### config.mk
export PLATFORM = sky130hd
export DESIGN_NAME = mcs_top
export DESIGN_NICKNAME = d
export VERILOG_FILES = /design/src/hdl/mcs_pkg.sv /design/src/hdl/mcs_top.sv
export VERILOG_INCLUDE_DIRS = /design/src /design/src/hdl
export SDC_FILE = /design/constraint.sdc
export NUM_CORES = 1
export LEC_CHECK = 0
export BUFFER_PORTS_ARGS = -buffer_cell sky130_fd_sc_hd__clkbuf_2
export CORE_MARGIN = 4
export CORE_UTILIZATION = 55
export CTS_CLUSTER_SIZE = 12
export DETAILED_ROUTE_END_ITERATION = 7
export PLACE_DENSITY = 0.93
export SETUP_SLACK_MARGIN = 0.15
export SKIP_LAST_GASP = 1
export SYNTH_ARGS = -nofsm -noshare
export SYNTH_HDL_FRONTEND = slang
export SYNTH_SLANG_ARGS = --single-unit
### constraint.sdc
create_clock -name aclk -period 3.85 [get_ports aclk]
set_input_delay 0.5775 -clock aclk [delete_from_list [all_inputs] [get_ports aclk]]
set_output_delay 0.5775 -clock aclk [all_outputs]
set_load 0.02 [all_outputs]
### src/hdl/mcs_map.svh
`ifndef MCS_MAP_SVH
`define MCS_MAP_SVH
// register byte offsets
`define MCS_CTRL_OFF 8'h00
`define MCS_CMD_OFF 8'h04
`define MCS_STAT_OFF 8'h08
`define MCS_IRQ_OFF 8'h0c
`define MCS_MASK_OFF 8'h10
`define MCS_WORD_OFF 8'h14
// ctrl field positions
`define MCS_CTRL_SEP 0
`define MCS_CTRL_MCINIT 1
`define MCS_CTRL_TIMER 2
`define MCS_CTRL_ARM 3
// cmd field positions (write-one pulses)
`define MCS_CMD_PITCH 0
`define MCS_CMD_ROLL 1
`define MCS_CMD_YAW 2
`define MCS_CMD_PSTART 3
`define MCS_CMD_IGNITE 4
`define MCS_CMD_STOP 5
`define MCS_CMD_PANEL 6
`define MCS_CMD_ACPWR 7
// irq bits
`define MCS_IRQ_VERIFY 0
`define MCS_IRQ_BADPAR 1
`define MCS_IRQ_OVF 2
`define MCS_IRQ_W 3
// word geometry and ctrl reset value
`define MCS_WORD_BITS 11
`define MCS_CTRL_RST 4'h0
`endif

### src/hdl/mcs_pkg.sv
package mcs_pkg;
   typedef enum logic [2:0] {
      MCS_IDLE = 3'b001,
      MCS_PITCH = 3'b010,
      MCS_ROLL = 3'b100
   } mcs_turn_t;
   typedef struct packed {
      logic turn_pitch;
      logic turn_roll;
      logic turn_yaw;
      logic pitch_start;
      logic motor_ignite;
   } mcs_drv_t;
endpackage

### src/hdl/mcs_top.sv
`timescale 1ns/100ps
`include "mcs_map.svh"
// Function
// an odd count of one bits in a received maneuver word pulses the verify line to telemetry.
// the sender sets bit 6 so each word holds an odd number of ones.
// an even count sends no verify and the sender must resend the word.
// an all-ones word loaded during a turn or burn overflows at eleven ones and stops the event.
// the sender should not shift command bits while durations count out.
// only one turn-axis driver may be active at a time.
// the pitch-start driver is held off while a roll turn runs.
// the ignition driver is held off while a pitch or roll turn runs.
// until separation the launch inhibit holds off clock, end counter and rectifier drivers.
// until separation all relays but clear and verify are held reset.
// duration drivers and flip-flops stay inactive until the midcourse sequence starts.
// panel deploy fires on the deploy command or the separation timer.
// attitude power switches on from the power command or the arming switch.
// the parity count clears at each word start and is judged only at word end.
module mcs_top
   import mcs_pkg::*;
#(
   parameter int WORD_BITS = `MCS_WORD_BITS
) (
   // clock and reset
   input wire logic aclk,
   input wire logic aresetn,
   // serial command from the decoder
   input wire logic quantitative_info_line,
   input wire logic cmd_bit_valid,
   input wire logic cmd_word_start,
   // axi4-lite write address
   input wire logic [7:0] s_axi_awaddr,
   input wire logic s_axi_awvalid,
   output logic s_axi_awready,
   // axi4-lite write data
   input wire logic [31:0] s_axi_wdata,
   input wire logic [3:0] s_axi_wstrb,
   input wire logic s_axi_wvalid,
   output logic s_axi_wready,
   // axi4-lite write response
   output logic [1:0] s_axi_bresp,
   output logic s_axi_bvalid,
   input wire logic s_axi_bready,
   // axi4-lite read address
   input wire logic [7:0] s_axi_araddr,
   input wire logic s_axi_arvalid,
   output logic s_axi_arready,
   // axi4-lite read data
   output logic [31:0] s_axi_rdata,
   output logic [1:0] s_axi_rresp,
   output logic s_axi_rvalid,
   input wire logic s_axi_rready,
   // telemetry and drivers
   output logic telemetry_encoder_verify,
   output mcs_drv_t drv,
   output logic launch_inhibit,
   output logic relay_hold,
   output logic maneuver_inhibit,
   output logic panel_deploy_command,
   output logic attitude_control_power,
   output logic irq
);
   localparam logic [WORD_BITS-1:0] ALL_ONES = '1;

   // register state
   logic [3:0] ctrl_q, ctrl_d;
   logic [`MCS_IRQ_W-1:0] irq_q, irq_d, mask_q, mask_d;
   logic [WORD_BITS-1:0] sreg_q, sreg_d, word_q, word_d;
   localparam int NB_W = $clog2(WORD_BITS + 1);
   localparam logic [NB_W-1:0] LAST_BIT = NB_W'(WORD_BITS - 1);
   logic [NB_W-1:0] nbits_q, nbits_d;
   logic par_q, par_d, ovf_q, ovf_d;
   mcs_turn_t turn_q, turn_d;
   logic burn_q, burn_d, yaw_q, yaw_d;
   mcs_drv_t drv_d;
   logic verify_d, panel_d, acpwr_d, irq_d_out;
   // bus state
   logic aw_q, aw_d, w_q, w_d, bv_q, bv_d, rv_q, rv_d;
   logic awrdy_q, awrdy_d, wrdy_q, wrdy_d, ardy_q, ardy_d;
   logic [3:0] ws_q, ws_d;
   logic [7:0] awa_q, awa_d;
   logic [31:0] wd_q, wd_d, rd_q, rd_d;
   logic [1:0] br_q, br_d, rr_q, rr_d;
   logic wr_go;
   logic [7:0] cmd_pulse;
   logic word_done, sep, mc_on;

   assign sep = ctrl_q[`MCS_CTRL_SEP];
   assign mc_on = ctrl_q[`MCS_CTRL_MCINIT];

   // bus handshake; address and data may arrive in either order
   always_comb begin
      aw_d = aw_q;
      ws_d = ws_q;
      w_d = w_q;
      awa_d = awa_q;
      wd_d = wd_q;
      bv_d = bv_q;
      br_d = br_q;
      rv_d = rv_q;
      rd_d = rd_q;
      rr_d = rr_q;
      if (s_axi_awvalid && !aw_q && !bv_q) begin
         aw_d = 1'b1;
         awa_d = s_axi_awaddr;
      end
      if (s_axi_wvalid && !w_q && !bv_q) begin
         w_d = 1'b1;
         wd_d = s_axi_wdata;
         ws_d = s_axi_wstrb; // strobe kept with its data, the bus may move on
      end
      wr_go = aw_q && w_q && !bv_q;
      if (wr_go) begin
         aw_d = 1'b0;
         w_d = 1'b0;
         bv_d = 1'b1;
         br_d = (awa_q == `MCS_CTRL_OFF || awa_q == `MCS_CMD_OFF ||
                 awa_q == `MCS_IRQ_OFF || awa_q == `MCS_MASK_OFF) ? 2'b00 : 2'b10;
      end else if (bv_q && s_axi_bready) begin
         bv_d = 1'b0;
      end
      if (rv_q && s_axi_rready) begin
         rv_d = 1'b0;
      end else if (s_axi_arvalid && !rv_q) begin
         rv_d = 1'b1;
         rr_d = 2'b00;
         rd_d = 32'h0000_0000;
         if (s_axi_araddr == `MCS_CTRL_OFF) begin
            rd_d[3:0] = ctrl_q;
         end else if (s_axi_araddr == `MCS_STAT_OFF) begin
            rd_d[8:0] = {ovf_q, burn_q, yaw_q, turn_q, par_q, mc_on, sep};
         end else if (s_axi_araddr == `MCS_IRQ_OFF) begin
            rd_d[`MCS_IRQ_W-1:0] = irq_q;
         end else if (s_axi_araddr == `MCS_MASK_OFF) begin
            rd_d[`MCS_IRQ_W-1:0] = mask_q;
         end else if (s_axi_araddr == `MCS_WORD_OFF) begin
            rd_d[WORD_BITS-1:0] = word_q;
         end else if (s_axi_araddr != `MCS_CMD_OFF) begin
            rr_d = 2'b10;
         end
      end
      // readies registered one step ahead so every port leaves a flop
      awrdy_d = !aw_d && !bv_d;
      wrdy_d = !w_d && !bv_d;
      ardy_d = !rv_d;
   end

   always_ff @(posedge aclk) begin
      if (!aresetn) begin
         aw_q <= 1'b0;
         w_q <= 1'b0;
         awa_q <= 8'h00;
         wd_q <= 32'h0000_0000;
         bv_q <= 1'b0;
         br_q <= 2'b00;
         rv_q <= 1'b0;
         rd_q <= 32'h0000_0000;
         rr_q <= 2'b00;
         ws_q <= 4'h0;
         awrdy_q <= 1'b1;
         wrdy_q <= 1'b1;
         ardy_q <= 1'b1;
      end else begin
         aw_q <= aw_d;
         w_q <= w_d;
         awa_q <= awa_d;
         wd_q <= wd_d;
         bv_q <= bv_d;
         br_q <= br_d;
         rv_q <= rv_d;
         rd_q <= rd_d;
         rr_q <= rr_d;
         ws_q <= ws_d;
         awrdy_q <= awrdy_d;
         wrdy_q <= wrdy_d;
         ardy_q <= ardy_d;
      end
   end

   assign s_axi_awready = awrdy_q;
   assign s_axi_wready = wrdy_q;
   assign s_axi_bvalid = bv_q;
   assign s_axi_bresp = br_q;
   assign s_axi_arready = ardy_q;
   assign s_axi_rvalid = rv_q;
   assign s_axi_rdata = rd_q;
   assign s_axi_rresp = rr_q;

   // serial word intake, parity and overflow
   always_comb begin
      sreg_d = sreg_q;
      nbits_d = nbits_q;
      par_d = par_q;
      word_d = word_q;
      ovf_d = 1'b0;
      word_done = 1'b0;
      verify_d = 1'b0;
      if (cmd_word_start) begin
         sreg_d = '0;
         nbits_d = '0;
         par_d = 1'b0;
      end else if (cmd_bit_valid) begin // not gated during a maneuver
         sreg_d = {sreg_q[WORD_BITS-2:0], quantitative_info_line};
         par_d = par_q ^ quantitative_info_line;
         nbits_d = nbits_q + 1'b1;
         // all ones at the eleventh bit overflows the register
         if ({sreg_q[WORD_BITS-2:0], quantitative_info_line} == ALL_ONES &&
             nbits_q == LAST_BIT) begin
            ovf_d = 1'b1;
         end
         if (nbits_q == LAST_BIT) begin
            word_done = 1'b1; // judged only at word end
            word_d = {sreg_q[WORD_BITS-2:0], quantitative_info_line};
            verify_d = par_q ^ quantitative_info_line;
            nbits_d = '0;
         end
      end
   end

   // turn and burn tracking with interlocks
   always_comb begin
      turn_d = turn_q;
      burn_d = burn_q;
      yaw_d = yaw_q;
      ctrl_d = ctrl_q;
      mask_d = mask_q;
      cmd_pulse = 8'h00;
      if (wr_go && awa_q == `MCS_CTRL_OFF && ws_q[0]) begin
         ctrl_d = wd_q[3:0];
      end
      if (wr_go && awa_q == `MCS_MASK_OFF && ws_q[0]) begin
         mask_d = wd_q[`MCS_IRQ_W-1:0];
      end
      if (wr_go && awa_q == `MCS_CMD_OFF) begin
         cmd_pulse = wd_q[7:0];
      end
      // one axis at a time; a new axis command is dropped while another axis runs
      if (turn_q == MCS_IDLE && !yaw_q && mc_on) begin
         if (cmd_pulse[`MCS_CMD_PITCH]) begin
            turn_d = MCS_PITCH;
         end else if (cmd_pulse[`MCS_CMD_ROLL]) begin
            turn_d = MCS_ROLL;
         end else if (cmd_pulse[`MCS_CMD_YAW]) begin
            yaw_d = 1'b1;
         end
      end
      if (cmd_pulse[`MCS_CMD_IGNITE] && mc_on && turn_q == MCS_IDLE) begin
         burn_d = 1'b1;
      end
      if (cmd_pulse[`MCS_CMD_STOP] || ovf_q || !mc_on) begin
         turn_d = MCS_IDLE; // overflow stops the event
         yaw_d = 1'b0;
         burn_d = 1'b0;
      end
   end

   // drivers and clamps
   always_comb begin
      drv_d.turn_pitch = mc_on && turn_q == MCS_PITCH;
      drv_d.turn_roll = mc_on && turn_q == MCS_ROLL;
      drv_d.turn_yaw = mc_on && yaw_q;
      drv_d.pitch_start = mc_on && turn_q == MCS_PITCH && turn_q != MCS_ROLL;
      drv_d.motor_ignite = mc_on && burn_q && turn_q == MCS_IDLE;
      panel_d = panel_deploy_command || (sep &&
         (cmd_pulse[`MCS_CMD_PANEL] || ctrl_q[`MCS_CTRL_TIMER]));
      acpwr_d = attitude_control_power || cmd_pulse[`MCS_CMD_ACPWR] ||
         ctrl_q[`MCS_CTRL_ARM];
      irq_d = irq_q;
      if (wr_go && awa_q == `MCS_IRQ_OFF) begin
         irq_d = irq_q & ~wd_q[`MCS_IRQ_W-1:0];
      end
      // a set in the clearing cycle wins
      irq_d[`MCS_IRQ_VERIFY] = irq_d[`MCS_IRQ_VERIFY] | verify_d;
      irq_d[`MCS_IRQ_BADPAR] = irq_d[`MCS_IRQ_BADPAR] | (word_done && !verify_d);
      irq_d[`MCS_IRQ_OVF] = irq_d[`MCS_IRQ_OVF] | ovf_d;
      irq_d_out = |(irq_d & mask_d);
   end

   always_ff @(posedge aclk) begin
      if (!aresetn) begin
         ctrl_q <= `MCS_CTRL_RST;
         mask_q <= '0;
         irq_q <= '0;
         sreg_q <= '0;
         word_q <= '0;
         nbits_q <= '0;
         par_q <= 1'b0;
         ovf_q <= 1'b0;
         turn_q <= MCS_IDLE;
         burn_q <= 1'b0;
         yaw_q <= 1'b0;
         drv <= '0;
         telemetry_encoder_verify <= 1'b0;
         launch_inhibit <= 1'b1;
         relay_hold <= 1'b1;
         maneuver_inhibit <= 1'b1;
         panel_deploy_command <= 1'b0;
         attitude_control_power <= 1'b0;
         irq <= 1'b0;
      end else begin
         ctrl_q <= ctrl_d;
         mask_q <= mask_d;
         irq_q <= irq_d;
         sreg_q <= sreg_d;
         word_q <= word_d;
         nbits_q <= nbits_d;
         par_q <= par_d;
         ovf_q <= ovf_d;
         turn_q <= turn_d;
         burn_q <= burn_d;
         yaw_q <= yaw_d;
         drv <= drv_d;
         telemetry_encoder_verify <= verify_d;
         launch_inhibit <= !sep;
         relay_hold <= !sep;
         maneuver_inhibit <= !mc_on;
         panel_deploy_command <= panel_d;
         attitude_control_power <= acpwr_d;
         irq <= irq_d_out;
      end
   end
endmodule

## Word-level counts from Yosys, hierarchy flattened

Cells that the tools add are included.

| storage, ports and cells | value |
|---|---|
| output and inout port bits | 53 |
| bits in registers | 92 |
| logic and storage cells | 162 |
| bits of input ports | 62 |

| cells by class | value |
|---|---|
| bitwise operators | 12 |
| eq/ne operators | 14 |
| reduce and logical (&&, ||, !) cells | 61 |
| add/subtract/negate cells | 1 |
| muxes and demuxes | 39 |

Operators by type and width:

| kind | number |
|---|---|
| logical AND 1 bit | 30 |
| equality test 8 x 4 -> 1 bit, second input constant | 3 |
| equality test 8 x 5 -> 1 bit, second input constant | 3 |
| two-way mux 8 bit | 3 |
| two-way mux 3 bit | 6 |
| two-way mux 1 bit | 17 |
| logical NOT 8 bit | 2 |
| two-way mux 2 bit | 8 |
| logical NOT 1 bit | 12 |
| equality test 11 bit, second input constant | 1 |
| two-way mux 11 bit | 1 |
| logical OR 1 bit | 9 |
| two-way mux 9 bit | 1 |
| equality test 8 x 3 -> 1 bit, second input constant | 1 |
| two-way mux 4 bit | 2 |
| inequality test 8 x 3 -> 1 bit, second input constant | 1 |
| two-way mux 7 bit | 1 |
| bitwise AND 3 bit | 2 |
| NOT 1 bit | 5 |
| adder 4 x 1 -> 4 bit, second input constant | 1 |
| equality test 4 bit, second input constant | 1 |
| AND reduction 2 bit | 2 |
| AND reduction 4 bit | 1 |
| OR reduction 2 bit | 2 |
| 10 further kinds | 12 |

## Depth between registers and ports, before layout

| depth | value |
|---|---|
| word-level depth | 9 |
| depth in mapped cells | 7 |
| mapped depth without buffers | 5 |

## Worst setup path after synthesis

Ideal clock, no wire load.

| timing path | value |
|---|---|
| kind | input port to flip-flop |
| from | in cmd_bit_valid |
| to | reg irq |
| required time | 3792 ps |
| path slack | 1842 ps |
| setup time | 58 ps |
| cell stages on the path | 6 |
| data arrival time | 1950 ps |
| path buffers | 1 |
| path through | buf_4 -> nand4b_1 -> or3_4 -> or4_4 -> a21oi_2 -> a211o_1 |

| between the ends | value |
|---|---|
| word-level cells in the longest chain between the ends | 7 |

Ends and longest elaborated chain:

| item | RTL line | source |
|---|---|---|
| from (decl) | mcs_top.sv:28 | `input wire logic cmd_bit_valid,` |
| two-way mux 1 bit | mcs_top.sv:201 | `end else if (cmd_bit_valid) begin` |
| two-way mux 1 bit | mcs_top.sv:197 | `if (cmd_word_start) begin` |
| logical NOT 1 bit | mcs_top.sv:273 | `` irq_d[`MCS_IRQ_BADPAR] = irq_d[`MCS_IRQ_BADPAR] \| (word_done && !verify_d); `` |
| logical AND 1 bit | mcs_top.sv:273 |  |
| OR 1 bit | mcs_top.sv:273 |  |
| bitwise AND 3 bit (*) | mcs_top.sv:275 | `irq_d_out = \|(irq_d & mask_d);` |
| OR reduction 3 bit (*) | mcs_top.sv:275 |  |
| to (signal assigned) | mcs_top.sv:318 | `irq <= irq_d_out;` |
| to (decl) | mcs_top.sv:60 | `output logic irq` |

Mark *: on every way between the ends. The rest lies on a longest branch, timed or not.
A chain may end at the register's enable or synchronous reset.

## Worst setup path after layout

Same ends and word-level chain as after synthesis.

==> results.md <==
* Reg clk slew, reported paths at 80 ps
* First drt pass iteration count at 4
* N_diodes at 0
* CP Capture Type: flip-flop
* Root Driver: clkbuf_8
* Outcome: finished, final reports clean
* Die Ht at ~91 um
* Syn-to-layout area delta at 12.8%
* Largest net degree at the start of global routing at 64
* Type of origin of the critical path: primary input
* Mapped cell area at ~3800 um2
* CTS Buf Count at 9
* Critical Path, Cell by Cell: clkbuf_2 > nand4b_1 > or3_4 > or4_4 > a21oi_2 > a211o_1
* Post-synth top area cell: dfxtp_1
* Post-synth top cells: dfxtp_1 (90), nor2b_1 (38), mux2i_1 (35), nand2_1 (35), nor2_1 (30)
* LEAKAGE at between 0.0015 and 0.002 uW
* Crit path buf inv count at 1
* Actual slew at the worst max-slew pin at between 900 and 1000 ps
* Post-synth EDFFs at 0
* Max transition margin at 34.8%
* Worst VDD drop at 236 uV
* Synth unique cells at 52
* Share of post-route cells with drive strength above 1 at 20.0%
* DRC at 0
* Vias per Instance at 5.54
* Vias at 2992
* Initial antenna violation count at 0
* Max Slew Vio Count at 0
* Wire per inst at 15.1 um
* Final setup TNS at 0 ps
* Total global routing track utilization at 19.8%
* Clock buffer depth at 2
* CTS sink count at 90
* Final setup viols at 0
* Max_cap viols at 0
* Clk_skew at 11.8 ps
* Slowest library cell on the worst path: or4_4
* Post-synth top flop: dfxtp_1
* Vias in the first global route at 2970
* Antenna Nets Post-Route at 0
* Synth top area share at 47.5%
* Io pins at roughly 120
* Count leader, synth: dfxtp_1
* CP Max Fanout at 18
* HP Class: flip-flop to flip-flop
* Global-route wire length before repair at between 10 and 15 mm
* Sequential share of the synthesized area at 47.5%
* Critical path class: primary input to flip-flop
* RePlAce Congestion at 0.884
* Post-DP HPWL at 5.96 mm
* Initial core utilization at 56.2%
* Final setup margin at 1740 ps
* Final WL at 8.14 mm
* Syn avg cell area at 9.49 um2
* Final hold viol count at 0
* Top cells by area, synth: dfxtp_1 (47%), mux2i_1 (9.2%), nor2b_1 (6.3%)
* Part of the cycle the worst path needs at 54.9%
* Die ar. at 8290 um2
* Initial DRC Count at 192
* Remaining global-route overflow at 0
* Cts repair resizes at 0
* Final Critical Period at 2110 ps
* Fmax at 0.473 GHz
* Cells after synthesis at 400
* Row cnt at 30
* Number of H-tree levels at 3
* # nets final at 518
* Fillers at roughly 530
* Chip Width at 91.1 um
* Largest delay share family, worst path: simple AND/OR/NAND/NOR gates
* IO Port Bufs at 64
* CTS tree: yes
* Post-synth ARST share at 0%
* CP required at 4140 ps
* Ys Warns at 0
* Setup bufs post-CTS at 0
* Reg area at 1800 um2
* Cts hold-fix bufs at 0
* Data arrival time of the critical path at 2400 ps
* Area of the multi-input gates at 1810 um2
* Dpl ws at 1370 ps
* Core Region at between 6000 and 7000 um2
* Power per Cell Area at 429 nW/um2
* Post-synthesis register bit count at 90
* RSZ-0062 raised after global routing: false
* Worst skew pair latency at 350 ps
* Max incr delay on CP at 590 ps
-- flip-flops by register name, indices dropped and copies added, names as in the netlist, 3 cells and up --
| name | flops |
|---|---|
| awa_q | 8 |
| ctrl_q | 4 |
| irq_q | 3 |
| wd_q | 8 |
| turn_q | 3 |
| nbits_q | 4 |
| mask_q | 3 |
| s_axi_rdata | 11 |
| word_q | 11 |
| sreg_q | 10 |
| drv | 5 |
-- kinds of logic (layout without fill, tap and decap cells) --
group / after synthesis / after routing / share of synthesized area (%)
other cells: 1 / 23 / 0.0988
simple gates: 160 / 160 / 23.7
mux: 37 / 37 / 9.83
buf+inv: 48 / 86 / 7.25
compound gates: 61 / 61 / 10.9
flops: 90 / 90 / 47.5
xor+xnor: 3 / 3 / 0.693
-- cell type report --
class	count	share of cell area [%]
Tap cell	80	2.34
Sequential cell	90	42.1
Clock inverter	5	1.84
Clock buffer	10	3.21
Timing Repair Buffer	67	8.01
Inverter	4	0.351
Multi-Input combinational cell	284	42.2
-- worst reg2reg max path, delay by kind of cell, from the launching register on --
kind	cells	cell delay, ps
AO/OA/AOI/OAI	2	310
flip-flops	1	330
multiplexers	1	320
AND/OR/NAND/NOR	2	920
-- path summary, 6_finish.rpt --
check | from | endpoint | slack [ps] | cells past startpoint
hold reg to reg | ctrl_q[0]$_SDFFE_PN0P_ | relay_hold$_SDFF_PN1_ | 440 | 1
hold / removal | ctrl_q[0]$_SDFFE_PN0P_ | relay_hold$_SDFF_PN1_ | 440 | 1
setup reg to reg | awa_q[0]$_SDFFE_PN0P_ | irq$_SDFF_PN0_ | 1840 | 5
setup / recovery | cmd_bit_valid | irq$_SDFF_PN0_ | 1740 | 6
-- power breakdown --
group	switching, uW	internal (uW)	leakage (uW)
Combinational	100	68.0	0.000910
Clock	312	379	0.000112
Sequential	23.6	956	0.000731
-- through the flow --
stage	total power, uW	instance area, um2	utilization (%)	hold WS (ps)	instances
3_3_place_gp	1160	4070	60.2	412	525
3_5_place_dp	1170	4070	60.2	422	525
6_report	1840	4280	63.4	444	540
2_1_floorplan	1140	3880	-	384	422
5_1_grt	1910	4280	63.4	471	540
4_1_cts	1850	4280	63.4	440	540
-- placed cells by master (no fill, tap or decap), drive strengths merged, types with 3 or more instances in the layout --
cell type and instances:
inv 4, o21ai 9, nor4b 6, nor2 30, a22oi 3, nand2 35
nor2b 38, dfxtp 90, a21oi 13, a21boi 13, clkbuf 74, nand2b 8
and3 5, mux2i 35, nor3 3, nor3b 9, a221oi 5, nand3 7
clkinv 3, nand4 6, buf 3, conb 23, a31oi 3
-- layer usage --
layer  vias up  wire length (um)  GRT usage (%)
li1       1458                 -              -
met1      1419              3480           24.2
met2        95              3970           33.4
met3        20               522           5.39
met4         0               168           7.41
met5         -                 0              0
No activity file was read; power rests on OpenSTA's default activity.
